**config.mk**
```make
export PLATFORM = sky130hd
export DESIGN_NAME = cca_top
export DESIGN_NICKNAME = d
export VERILOG_FILES = /design/src/cca_pkg.sv /design/src/cca_timebase.sv /design/src/cca_ccm.sv /design/src/cca_top.sv
export SDC_FILE = /design/constraint.sdc
export NUM_CORES = 1
export LEC_CHECK = 0
export ABC_AREA = 1
export BUFFER_PORTS_ARGS = -buffer_cell sky130_fd_sc_hd__buf_2
export CAP_MARGIN = 0
export CORE_ASPECT_RATIO = 0.7
export CORE_UTILIZATION = 65
export CTS_CLUSTER_DIAMETER = 120
export DETAILED_ROUTE_END_ITERATION = 12
export PLACE_DENSITY_LB_ADDON = 0.25
export RECOVER_POWER = 25
export SLEW_MARGIN = 5
export SYNTH_ARGS = -nofsm -noshare
export SYNTH_HDL_FRONTEND = slang
export SYNTH_SLANG_ARGS = --single-unit
```
**constraint.sdc**
```tcl
create_clock -name sys_clk -period 9.3 [get_ports sys_clk]
set_input_delay 0.465 -clock sys_clk [delete_from_list [all_inputs] [get_ports sys_clk]]
set_output_delay 0.465 -clock sys_clk [all_outputs]
set_load 0.01 [all_outputs]
```
**src/cca_pkg.sv**
```systemverilog
// Purpose: constants, types and state records of the counter array
// Assumes: byte wide register port, one clock
// Notes: offsets are register indexes on the local register port
package cca_pkg;
  // ***********************************************
  // register indexes
  // ***********************************************
  localparam logic [7:0] OFS_COUNT_LOW = 8'h00;
  localparam logic [7:0] OFS_COUNT_HIGH = 8'h01;
  localparam logic [7:0] OFS_ARRAY_MODE = 8'h02;
  localparam logic [7:0] OFS_ARRAY_CTRL = 8'h03;
  localparam logic [7:0] OFS_LINE_STATE = 8'h04;
  localparam logic [7:0] OFS_MODE_BASE = 8'h08;
  localparam logic [7:0] OFS_CAPL_BASE = 8'h10;
  localparam logic [7:0] OFS_CAPH_BASE = 8'h18;
  // ***********************************************
  // fields
  // ***********************************************
  localparam int MD_IDLE = 7;
  localparam int MD_WDT = 6;
  localparam int MD_TB_LSB = 1;
  localparam int MD_OVF_IE = 0;
  localparam int CN_OVF = 7;
  localparam int CN_RUN = 6;
  localparam int MM_PWM16 = 7;
  localparam int MM_ECOM = 6;
  localparam int MM_CAPP = 5;
  localparam int MM_CAPN = 4;
  localparam int MM_MAT = 3;
  localparam int MM_TOG = 2;
  localparam int MM_PWM = 1;
  localparam int MM_ECCF = 0;
  localparam logic [7:0] MD_WRITE_MASK = 8'hcf;
  localparam logic [7:0] MD_FROZEN_MASK = 8'h8e;
  localparam logic [7:0] CN_WRITE_MASK = 8'hdf;
  // ***********************************************
  // reset values
  // ***********************************************
  localparam logic [7:0] ARRAY_MODE_RST = 8'h40;
  localparam logic [7:0] ARRAY_CTRL_RST = 8'h00;
  localparam logic [7:0] MODULE_MODE_RST = 8'h00;
  localparam logic [15:0] CAPTURE_RST = 16'h0000;
  localparam logic [15:0] COUNT_RST = 16'h0000;
  localparam logic [7:0] WDT_MODULE_MODE = 8'h48;
  localparam int NUM_MODULES = 5;
  localparam int WDT_MODULE = 4;
  // ***********************************************
  // timebase
  // ***********************************************
  localparam logic [2:0] TB_DIV12 = 3'h0;
  localparam logic [2:0] TB_DIV4 = 3'h1;
  localparam logic [2:0] TB_T0 = 3'h2;
  localparam logic [2:0] TB_ECI = 3'h3;
  localparam logic [2:0] TB_SYS = 3'h4;
  localparam logic [2:0] TB_OSC8 = 3'h5;
  localparam logic [3:0] DIV_SLOW = 4'hc;
  localparam logic [3:0] DIV_FAST = 4'h4;
  localparam logic [3:0] DIV_OSC = 4'h8;

  typedef enum logic [6:0] {
    CM_OFF = 7'h01,
    CM_CAPTURE = 7'h02,
    CM_SWTIMER = 7'h04,
    CM_HSO = 7'h08,
    CM_FREQ = 7'h10,
    CM_PWM8 = 7'h20,
    CM_PWM16 = 7'h40
  } cca_mode_e;

  typedef struct packed {
    logic [7:0] addr;
    logic wr;
    logic rd;
    logic [7:0] wdata;
  } cca_sfr_req_s;

  typedef struct packed {
    logic tick;
    logic ovf_low;
    logic ovf16;
    logic [15:0] count;
  } cca_count_s;

  typedef struct packed {
    logic [3:0] pre;
    logic eci1, eci2, eci3;
    logic osc1, osc2, osc3;
  } cca_tb_s;

  typedef struct packed {
    logic s1, s2, s3;
    logic [15:0] cap;
    logic out;
    logic eq16_d;
    logic eq8_d;
  } cca_ccm_s;

  typedef struct packed {
    logic [15:0] count;
    logic [7:0] snap;
    logic [7:0] md;
    logic [7:0] cn;
    logic [NUM_MODULES-1:0][7:0] mm;
    logic [7:0] rdata;
  } cca_top_s;
endpackage

```
**src/cca_timebase.sv**
```systemverilog
// Purpose: counter clock source selection
// Assumes: all inputs synchronous except the oscillator and the external count input
// Notes: tick is a one cycle advance request
`timescale 1ns/100ps
module cca_timebase (
  input wire logic sys_clk,
  input wire logic rst_n,
  input wire logic ce,
  input wire logic [2:0] sel,
  input wire logic timer0_ovf,
  input wire logic ext_count_input,
  input wire logic ext_osc_in,
  output logic tick
);
  cca_pkg::cca_tb_s st, nx;
  logic [3:0] lim;
  logic step, wrap, eci_fall, osc_rise;

  always_comb begin
    nx = st;
    nx.eci1 = ext_count_input;
    nx.eci2 = st.eci1;
    nx.eci3 = st.eci2;
    nx.osc1 = ext_osc_in;
    nx.osc2 = st.osc1;
    nx.osc3 = st.osc2;
    eci_fall = st.eci3 & ~st.eci2;
    // oscillator counted only after two-flop resync
    osc_rise = st.osc2 & ~st.osc3;
    lim = (sel == cca_pkg::TB_DIV4) ? cca_pkg::DIV_FAST :
          (sel == cca_pkg::TB_OSC8) ? cca_pkg::DIV_OSC : cca_pkg::DIV_SLOW;
    step = (sel == cca_pkg::TB_OSC8) ? osc_rise : 1'b1;
    // >= keeps a select change from running past the limit
    wrap = step && (st.pre >= lim - 4'h1);
    nx.pre = wrap ? 4'h0 : st.pre + {3'h0, step};
    case (sel)
      cca_pkg::TB_DIV12, cca_pkg::TB_DIV4, cca_pkg::TB_OSC8: tick = wrap;
      cca_pkg::TB_T0: tick = timer0_ovf;
      cca_pkg::TB_ECI: tick = eci_fall;
      cca_pkg::TB_SYS: tick = 1'b1;
      default: tick = 1'b0;
    endcase
  end

  always_ff @(posedge sys_clk or negedge rst_n) begin
    if (!rst_n) begin
      st <= '0;
    end else if (ce) begin
      st <= nx;
    end
  end

  div12_space_a: assert property (@(posedge sys_clk) disable iff (!rst_n || !ce)
    tick && sel == cca_pkg::TB_DIV12 |=> (!tick || sel != cca_pkg::TB_DIV12)[*8])
    else $error("divide by 12 ticks too close");
endmodule

```
**src/cca_ccm.sv**
```systemverilog
// Purpose: one capture/compare module
// Assumes: count record from the array counter
// Notes: comparator matches are taken on the rising edge of equality
`timescale 1ns/100ps
module cca_ccm (
  input wire logic sys_clk,
  input wire logic rst_n,
  input wire logic ce,
  input wire logic [7:0] mode,
  input wire cca_pkg::cca_count_s cnt,
  input wire logic cap_low_wr,
  input wire logic cap_high_wr,
  input wire logic [7:0] wdata,
  input wire logic line_in,
  output logic [15:0] cap_val,
  output logic event_pulse,
  output logic line_out,
  output logic line_oe,
  output logic line_level
);
  cca_pkg::cca_ccm_s st, nx;
  cca_pkg::cca_mode_e md;
  logic rise, fall, ecom, eq16, eq8, m16, m8;

  // ***********************************************
  // mode decode
  // ***********************************************
  always_comb begin
    md = cca_pkg::CM_OFF;
    if ((mode[cca_pkg::MM_CAPP] | mode[cca_pkg::MM_CAPN]) && mode[3:1] == 3'h0) begin
      md = cca_pkg::CM_CAPTURE;
    end else if (mode[5:4] == 2'h0 && mode[3:1] == 3'h4) begin
      md = cca_pkg::CM_SWTIMER;
    end else if (mode[5:4] == 2'h0 && mode[3:1] == 3'h6) begin
      md = cca_pkg::CM_HSO;
    end else if (mode[5:4] == 2'h0 && mode[3:1] == 3'h3) begin
      md = cca_pkg::CM_FREQ;
    end else if (mode[5:4] == 2'h0 && mode[2:1] == 2'h1) begin
      md = mode[cca_pkg::MM_PWM16] ? cca_pkg::CM_PWM16 : cca_pkg::CM_PWM8;
    end
  end

  // ***********************************************
  // capture and compare
  // ***********************************************
  always_comb begin
    nx = st;
    event_pulse = 1'b0;
    // first flop feeds only the second
    nx.s1 = line_in;
    nx.s2 = st.s1;
    nx.s3 = st.s2;
    rise = st.s2 & ~st.s3;
    fall = ~st.s2 & st.s3;
    ecom = mode[cca_pkg::MM_ECOM];
    eq16 = ecom && cnt.count == st.cap;
    eq8 = ecom && cnt.count[7:0] == st.cap[7:0];
    m16 = eq16 & ~st.eq16_d;
    m8 = eq8 & ~st.eq8_d;
    nx.eq16_d = eq16;
    nx.eq8_d = eq8;
    case (md)
      cca_pkg::CM_CAPTURE: begin
        if ((rise & mode[cca_pkg::MM_CAPP]) | (fall & mode[cca_pkg::MM_CAPN])) begin
          nx.cap = cnt.count;
          event_pulse = 1'b1;
        end
      end
      cca_pkg::CM_SWTIMER: event_pulse = m16;
      cca_pkg::CM_HSO: begin
        event_pulse = m16;
        if (m16) begin
          nx.out = ~st.out;
        end
      end
      cca_pkg::CM_FREQ: begin
        event_pulse = m16 & mode[cca_pkg::MM_MAT];
        if (m8) begin
          nx.out = ~st.out;
          nx.cap[7:0] = st.cap[7:0] + st.cap[15:8];
        end
      end
      cca_pkg::CM_PWM8: begin
        event_pulse = m8 & mode[cca_pkg::MM_MAT];
        if (!ecom || cnt.ovf_low) begin
          nx.out = 1'b0;
        end else if (m8) begin
          nx.out = 1'b1;
        end
        if (cnt.ovf_low) begin
          nx.cap[7:0] = st.cap[15:8];
        end
      end
      cca_pkg::CM_PWM16: begin
        event_pulse = m16 & mode[cca_pkg::MM_MAT];
        if (!ecom || cnt.ovf16) begin
          nx.out = 1'b0;
        end else if (m16) begin
          nx.out = 1'b1;
        end
      end
      default: ;
    endcase
    // software writes take priority over hardware updates
    if (cap_low_wr) begin
      nx.cap[7:0] = wdata;
    end
    if (cap_high_wr) begin
      nx.cap[15:8] = wdata;
    end
  end

  always_ff @(posedge sys_clk or negedge rst_n) begin
    if (!rst_n) begin
      st <= '0;
    end else if (ce) begin
      st <= nx;
    end
  end

  assign cap_val = st.cap;
  assign line_out = st.out;
  assign line_oe = (md == cca_pkg::CM_HSO) || (md == cca_pkg::CM_FREQ) ||
                   (md == cca_pkg::CM_PWM8) || (md == cca_pkg::CM_PWM16);
  assign line_level = st.s2;

  cap_load_a: assert property (@(posedge sys_clk) disable iff (!rst_n)
    ce && md == cca_pkg::CM_CAPTURE && event_pulse && !cap_low_wr && !cap_high_wr
    |=> cap_val == $past(cnt.count)) else $error("capture did not load the count");
  pwm_off_low_a: assert property (@(posedge sys_clk) disable iff (!rst_n)
    ce && (md == cca_pkg::CM_PWM8 || md == cca_pkg::CM_PWM16) && !ecom |=> !line_out)
    else $error("pwm drives high with comparator off");
endmodule

```
**src/cca_top.sv**
```systemverilog
// Purpose: counter array with five capture/compare modules
// Assumes: register port strobes are single cycle, read data next cycle
// Notes: module 4 comes out of reset in watchdog mode
`timescale 1ns/100ps
module cca_top (
  input wire logic sys_clk,
  input wire logic rst_n,
  input wire logic ce,
  input wire cca_pkg::cca_sfr_req_s sfr_req,
  output logic [7:0] sfr_rdata,
  input wire logic cpu_idle,
  input wire logic timer0_ovf,
  input wire logic ext_count_input,
  input wire logic ext_osc_in,
  input wire logic [cca_pkg::NUM_MODULES-1:0] module_line_in,
  output logic [cca_pkg::NUM_MODULES-1:0] module_line_out,
  output logic [cca_pkg::NUM_MODULES-1:0] module_line_oe,
  output logic irq_req
);
  localparam int N = cca_pkg::NUM_MODULES;
  cca_pkg::cca_top_s st, nx;
  cca_pkg::cca_count_s cnt;
  logic [1:0] rst_sync;
  logic rs_n, tb_tick, wdt, adv;
  logic [N-1:0] ev, line_level, cap_low_wr, cap_high_wr;
  logic [N-1:0][7:0] eff_mode;
  logic [N-1:0][15:0] cap_val;

  // ***********************************************
  // reset release
  // ***********************************************
  always_ff @(posedge sys_clk or negedge rst_n) begin
    if (!rst_n) begin
      rst_sync <= 2'h0;
    end else begin
      rst_sync <= {rst_sync[0], 1'b1};
    end
  end
  assign rs_n = rst_sync[1];

  // ***********************************************
  // timebase and modules
  // ***********************************************
  cca_timebase u_tb (
    .sys_clk(sys_clk),
    .rst_n(rs_n),
    .ce(ce),
    .sel(st.md[cca_pkg::MD_TB_LSB +: 3]),
    .timer0_ovf(timer0_ovf),
    .ext_count_input(ext_count_input),
    .ext_osc_in(ext_osc_in),
    .tick(tb_tick)
  );

  assign wdt = st.md[cca_pkg::MD_WDT];
  // idle only halts the count when suspend is set, and
  assign adv = tb_tick && (st.cn[cca_pkg::CN_RUN] || wdt) && !(st.md[cca_pkg::MD_IDLE] && cpu_idle);
  assign cnt.tick = adv;
  assign cnt.count = st.count;
  assign cnt.ovf_low = adv && st.count[7:0] == 8'hff;
  assign cnt.ovf16 = adv && st.count == 16'hffff;

  genvar g;
  generate
    for (g = 0; g < N; g++) begin : g_mod
      // watchdog forces module 4 into software timer mode
      assign eff_mode[g] = (wdt && g == cca_pkg::WDT_MODULE) ? cca_pkg::WDT_MODULE_MODE : st.mm[g];
      assign cap_low_wr[g] = sfr_req.wr && sfr_req.addr == cca_pkg::OFS_CAPL_BASE + 8'(g);
      assign cap_high_wr[g] = sfr_req.wr && sfr_req.addr == cca_pkg::OFS_CAPH_BASE + 8'(g);
      cca_ccm u_ccm (
        .sys_clk(sys_clk),
        .rst_n(rs_n),
        .ce(ce),
        .mode(eff_mode[g]),
        .cnt(cnt),
        .cap_low_wr(cap_low_wr[g]),
        .cap_high_wr(cap_high_wr[g]),
        .wdata(sfr_req.wdata),
        .line_in(module_line_in[g]),
        .cap_val(cap_val[g]),
        .event_pulse(ev[g]),
        .line_out(module_line_out[g]),
        .line_oe(module_line_oe[g]),
        .line_level(line_level[g])
      );
    end
  endgenerate

  // ***********************************************
  // registers
  // ***********************************************
  always_comb begin
    nx = st;
    if (adv) begin
      nx.count = st.count + 16'h0001;
    end
    if (sfr_req.rd) begin
      // reads change only the read data and, on a low byte read, the snapshot
      if (sfr_req.addr == cca_pkg::OFS_COUNT_LOW) begin
        nx.rdata = st.count[7:0];
        nx.snap = st.count[15:8];
      end else if (sfr_req.addr == cca_pkg::OFS_COUNT_HIGH) begin
        nx.rdata = st.snap;
      end else if (sfr_req.addr == cca_pkg::OFS_ARRAY_MODE) begin
        nx.rdata = st.md;
      end else if (sfr_req.addr == cca_pkg::OFS_ARRAY_CTRL) begin
        nx.rdata = st.cn;
      end else if (sfr_req.addr == cca_pkg::OFS_LINE_STATE) begin
        nx.rdata = {3'h0, line_level};
      end else begin
        nx.rdata = 8'h00;
        for (int i = 0; i < N; i++) begin
          if (sfr_req.addr == cca_pkg::OFS_MODE_BASE + 8'(i)) begin
            nx.rdata = eff_mode[i];
          end else if (sfr_req.addr == cca_pkg::OFS_CAPL_BASE + 8'(i)) begin
            nx.rdata = cap_val[i][7:0];
          end else if (sfr_req.addr == cca_pkg::OFS_CAPH_BASE + 8'(i)) begin
            nx.rdata = cap_val[i][15:8];
          end
        end
      end
    end
    if (sfr_req.wr) begin
      // counter, timebase, idle and module 4 mode locked by watchdog
      if (sfr_req.addr == cca_pkg::OFS_COUNT_LOW) begin
        if (!wdt) begin
          nx.count[7:0] = sfr_req.wdata;
        end
      end else if (sfr_req.addr == cca_pkg::OFS_COUNT_HIGH) begin
        if (!wdt) begin
          nx.count[15:8] = sfr_req.wdata;
        end
      end else if (sfr_req.addr == cca_pkg::OFS_ARRAY_MODE) begin
        nx.md = sfr_req.wdata & cca_pkg::MD_WRITE_MASK;
        if (wdt) begin
          nx.md = (nx.md & ~cca_pkg::MD_FROZEN_MASK) | (st.md & cca_pkg::MD_FROZEN_MASK);
        end
      end else if (sfr_req.addr == cca_pkg::OFS_ARRAY_CTRL) begin
        nx.cn = sfr_req.wdata & cca_pkg::CN_WRITE_MASK;
      end else begin
        for (int i = 0; i < N; i++) begin
          if (sfr_req.addr == cca_pkg::OFS_MODE_BASE + 8'(i) && !(wdt && i == cca_pkg::WDT_MODULE)) begin
            nx.mm[i] = sfr_req.wdata;
          end else if (cap_low_wr[i]) begin
            nx.mm[i][cca_pkg::MM_ECOM] = 1'b0;
          end else if (cap_high_wr[i]) begin
            nx.mm[i][cca_pkg::MM_ECOM] = 1'b1;
          end
        end
      end
    end
    // hardware sets win over a clearing write, and
    if (cnt.ovf16) begin
      nx.cn[cca_pkg::CN_OVF] = 1'b1;
    end
    for (int i = 0; i < N; i++) begin
      if (ev[i]) begin
        nx.cn[i] = 1'b1;
      end
    end
  end

  always_ff @(posedge sys_clk or negedge rs_n) begin
    if (!rs_n) begin
      st.count <= cca_pkg::COUNT_RST;
      st.snap <= 8'h00;
      st.md <= cca_pkg::ARRAY_MODE_RST;
      st.cn <= cca_pkg::ARRAY_CTRL_RST;
      st.mm <= {N{cca_pkg::MODULE_MODE_RST}};
      st.rdata <= 8'h00;
    end else if (ce) begin
      st <= nx;
    end
  end

  assign sfr_rdata = st.rdata;

  // interrupt is the OR of enabled flags
  always_comb begin
    irq_req = st.cn[cca_pkg::CN_OVF] & st.md[cca_pkg::MD_OVF_IE];
    for (int i = 0; i < N; i++) begin
      irq_req = irq_req | (st.cn[i] & eff_mode[i][cca_pkg::MM_ECCF]);
    end
  end

  // ***********************************************
  // checks
  // ***********************************************
  snap_copy_a: assert property (@(posedge sys_clk) disable iff (!rs_n)
    ce && sfr_req.rd && sfr_req.addr == cca_pkg::OFS_COUNT_LOW ##1 ce && sfr_req.rd
    && sfr_req.addr == cca_pkg::OFS_COUNT_HIGH |=> sfr_rdata == $past(st.count[15:8], 2))
    else $error("high byte read missed the snapshot");
  read_no_disturb_a: assert property (@(posedge sys_clk) disable iff (!rs_n)
    ce && sfr_req.rd && !sfr_req.wr && adv |=> st.count == $past(st.count) + 16'h0001)
    else $error("counter disturbed by a read");
  ovf_set_a: assert property (@(posedge sys_clk) disable iff (!rs_n)
    ce && st.count == 16'hffff && adv |=> st.cn[cca_pkg::CN_OVF] && st.count == 16'h0000)
    else $error("wrap did not set overflow");
  ovf_irq_gate_a: assert property (@(posedge sys_clk) disable iff (!rs_n)
    !st.md[cca_pkg::MD_OVF_IE] && st.cn[4:0] == 5'h00 |-> !irq_req)
    else $error("interrupt without an enabled flag");
  flag_hold_a: assert property (@(posedge sys_clk) disable iff (!rs_n)
    st.cn[cca_pkg::CN_OVF] && !(sfr_req.wr && sfr_req.addr == cca_pkg::OFS_ARRAY_CTRL)
    |=> st.cn[cca_pkg::CN_OVF]) else $error("overflow flag cleared by hardware");
  idle_hold_a: assert property (@(posedge sys_clk) disable iff (!rs_n)
    ce && cpu_idle && st.md[cca_pkg::MD_IDLE] && !sfr_req.wr |=> $stable(st.count))
    else $error("counter advanced in suspended idle");
  wdt_freeze_a: assert property (@(posedge sys_clk) disable iff (!rs_n)
    wdt |=> st.md[3:1] == $past(st.md[3:1]) && st.md[cca_pkg::MD_IDLE] == $past(st.md[cca_pkg::MD_IDLE]))
    else $error("watchdog did not freeze the timebase");
endmodule

```
==> impl_metrics.ini <==
[sta]
rsz0062_at_grt = no
relSlewSlack_pct = -165.3
worst_pin_slew_ps = 3979
finalSetupViolations = 0
slew_viol_final = 239
skew_ps = 23.63
worst_slack_ps = 4580
finalCritPeriodShare_pct = 50.75
max_freq_mhz = 211.9
finalHoldViolCount = 0
worst_hold_slack_ps = 102.1
tns_ps = 0
min_period_ps = 4720

[job]
maxCapViolCount = 4

[floorplanning]
rows = 46
start_util_pct = 67.39
die-width_um = 186.9
io_pins = 49
dieHeight_um = 131.4
dieArea_um2 = 24560
coreArea_um2 = 23080

[placement]
dp_cells = 2461
preCtsSetupSlack_ps = 5846
place_hpwl_mm = 42.31
placed_cell_area_um2 = 15720
place.gp.congestion = 1.077
port_buffers = 48

[drt]
first_pass_iters = 9
final_antenna_net_count = 0
routed_wl_mm = 61.11
vias = 16590
drt-initial-drc-count = 2866
drcViolationCount = 0
vias_per_cell = 6.627
avgRoutedWirePerCell_um = 24.41

[power]
p_per_area_nw_per_um2 = 193.6
p_sw_mw = 1.315
ir_drop_mv = 0.2196
clock_power_share_pct = 29.8
p_int_mw = 1.875
power_frac_comb_pct = 32.3
seqPwrFrac_pct = 37.9
p_total_mw = 3.190
swShare_pct = 41.23
power.leakage_nw = 7.683

[cts]
clock_latency_ps = 560
cts_tree = yes
cts.sink_count = 207
cts.htree.levels = 1
clk_path_buf_depth = 3
ctsHoldBuffers = 1
ctsRootBufferMaster = clkbuf_16
cts_resized = 0
cts_setup_buffers = 0
cts_buffers = 22
path_clk_slew_ps = 70

[critical_path]
crit_family = buffers and inverters
regToRegSetupSlack_ps = 4700
cp-start-kind = input port
cp_cell_sequence = clkbuf_1 -> clkbuf_1 -> nand2_2 -> nand2_1 -> o21ai_2
cp_data_required_time_ps = 9720
crit_type = input port to flip-flop
crit_top_cell = clkbuf_1
timing.critical_path.buf_inv = 2
critPathSlowestCell = clkbuf_1
crit_fanout = 63
max_stage_delay_ps = 2310
end_kind = flip-flop
crit_arrival_ps = 5140

[global_route]
antenna_found_initial = 1
gr-total-overflow = 0
grt_pass1_wl_mm = 91.94
grt.total_usage_pct = 49.70
grt_pass1_vias = 15170
grt_max_degree = 75

[synthesis]
yosys.area.top_type = dfrtp_1
synth_edf_count = 0
async_flop_share_pct = 100.0
synth_area_per_cell_um2 = 7.112
syn_area_um2 = 15550
yosys-top-cells-area = dfrtp_1 33%, nand2_1 14%, o21ai_0 7.4%
synth_cell_types = 67
ys_seq_area_share_pct = 33.31
synth_seq_cells = 207
synth_top_area_share_pct = 33.14
synthFlopType = dfrtp_1
synth_fp_nets = 2262
synth_cells = 2187
yosysWarnings = 0

[final_layout]
utilization_pct = 71.40
area_growth_pct = 5.945
instances_no_fill = 2503
layout_common_cells = 589 x nand2_1, 235 x inv_1, 230 x o21ai_0
design_area_um2 = 16480
final_nets = 2249
layout-drive-gt1-share_pct = 11.60
final_common_cell = nand2_1

[status]
violations = capacitance limit, slew limit
status = finished with violations

[min_path]
min_path_type = input port to flip-flop
## Yosys cell counts, types with 15 or more instances
| cell type | n |
|---|---|
| buf_4 | 23 |
| nor2_1 | 126 |
| ha_1 | 40 |
| nand3_1 | 104 |
| a21oi_1 | 68 |
| nand2_1 | 589 |
| or2_2 | 21 |
| xnor2_1 | 20 |
| nor3_1 | 29 |
| o21ai_0 | 230 |
| inv_2 | 33 |
| dfrtp_1 | 206 |
| clkbuf_1 | 41 |
| nand4_1 | 34 |
| o22ai_1 | 34 |
| o21ai_1 | 15 |
| a221oi_1 | 26 |
| buf_2 | 26 |
| o211ai_1 | 40 |
| inv_1 | 235 |
| xor2_1 | 40 |
| o21ai_2 | 36 |
## metal layers
layer | global-route usage [%] | vias up | routed length [um]
met5 | 0 | - | 0
met1 | 68.65 | 7596 | 22910
li1 | - | 7239 | -
met3 | 22.20 | 308 | 11490
met2 | 66.38 | 1444 | 22930
met4 | 21.63 | 0 | 3773
## area by class of cell
cell class	instances	area [um^2]
timing repair buffer	65	350.3
fill	1894	6601
multi-input combinational	1602	8728
sequential	207	5181
clock buffer	34	685.7
inverter	276	1056
tap	312	390.4
antenna	1	2.502
clock inverter	6	83.83
## sequential cells by signal, summed over array words and instances (netlist names)
register	flops
g_mod.u_ccm.nx	5
u_tb.st	6
cnt	16
g_mod.u_ccm.line_out	5
eff_mode	32
g_mod.u_ccm.st	15
u_tb.nx	4
st	29
g_mod.u_ccm.line_level	5
sfr_rdata	8
g_mod.u_ccm.cap_val	80
rst_sync	2
## path summary, 6_finish.rpt
| kind | start | endpoint | depth (start not counted) |
|---|---|---|---|
| worst max-delay path | ce | g_mod[3].u_ccm.cap_val[5] | 5 |
| worst min-delay path | module_line_in[0] | g_mod[0].u_ccm.nx[20] | 3 |
| worst max register to register | rst_sync[1] | eff_mode[27] | 2 |
| worst min register to register | rst_sync[1] | g_mod[0].u_ccm.cap_val[4] | 0 |
| max in group asynchronous | rst_sync[1] | eff_mode[27] | 2 |
| min in group asynchronous | rst_sync[1] | g_mod[0].u_ccm.cap_val[4] | 0 |
## logic make-up (layout without fill, tap and decap cells)
group           Yosys count  count (layout)  synth area share, %
buf+inv                 378             381                10.57
fa+ha+maj                45              45                3.861
flops                   207             207                33.31
xor+xnor                 60              60                3.379
compound gates          509             509                19.93
simple gates            987             987                28.93
other cells               1               2              0.02411
## power groups by stage
stage	Sequential [mW]	Clock, mW	Combinational [mW]
final	1.21	0.951	1.03
after CTS	1.19	0.940	0.970
after global routing	1.20	0.975	1.09
after floorplan	1.10	0	0.723
after detailed placement	1.20	0	0.958
after global placement	1.20	0	0.928
## worst reg2reg max path, cell delays in order (launching register included)
cell and delay, ps:
dfrtp_1 660, clkbuf_1 2820, buf_4 1060
Power figures use the tool's default switching activity.
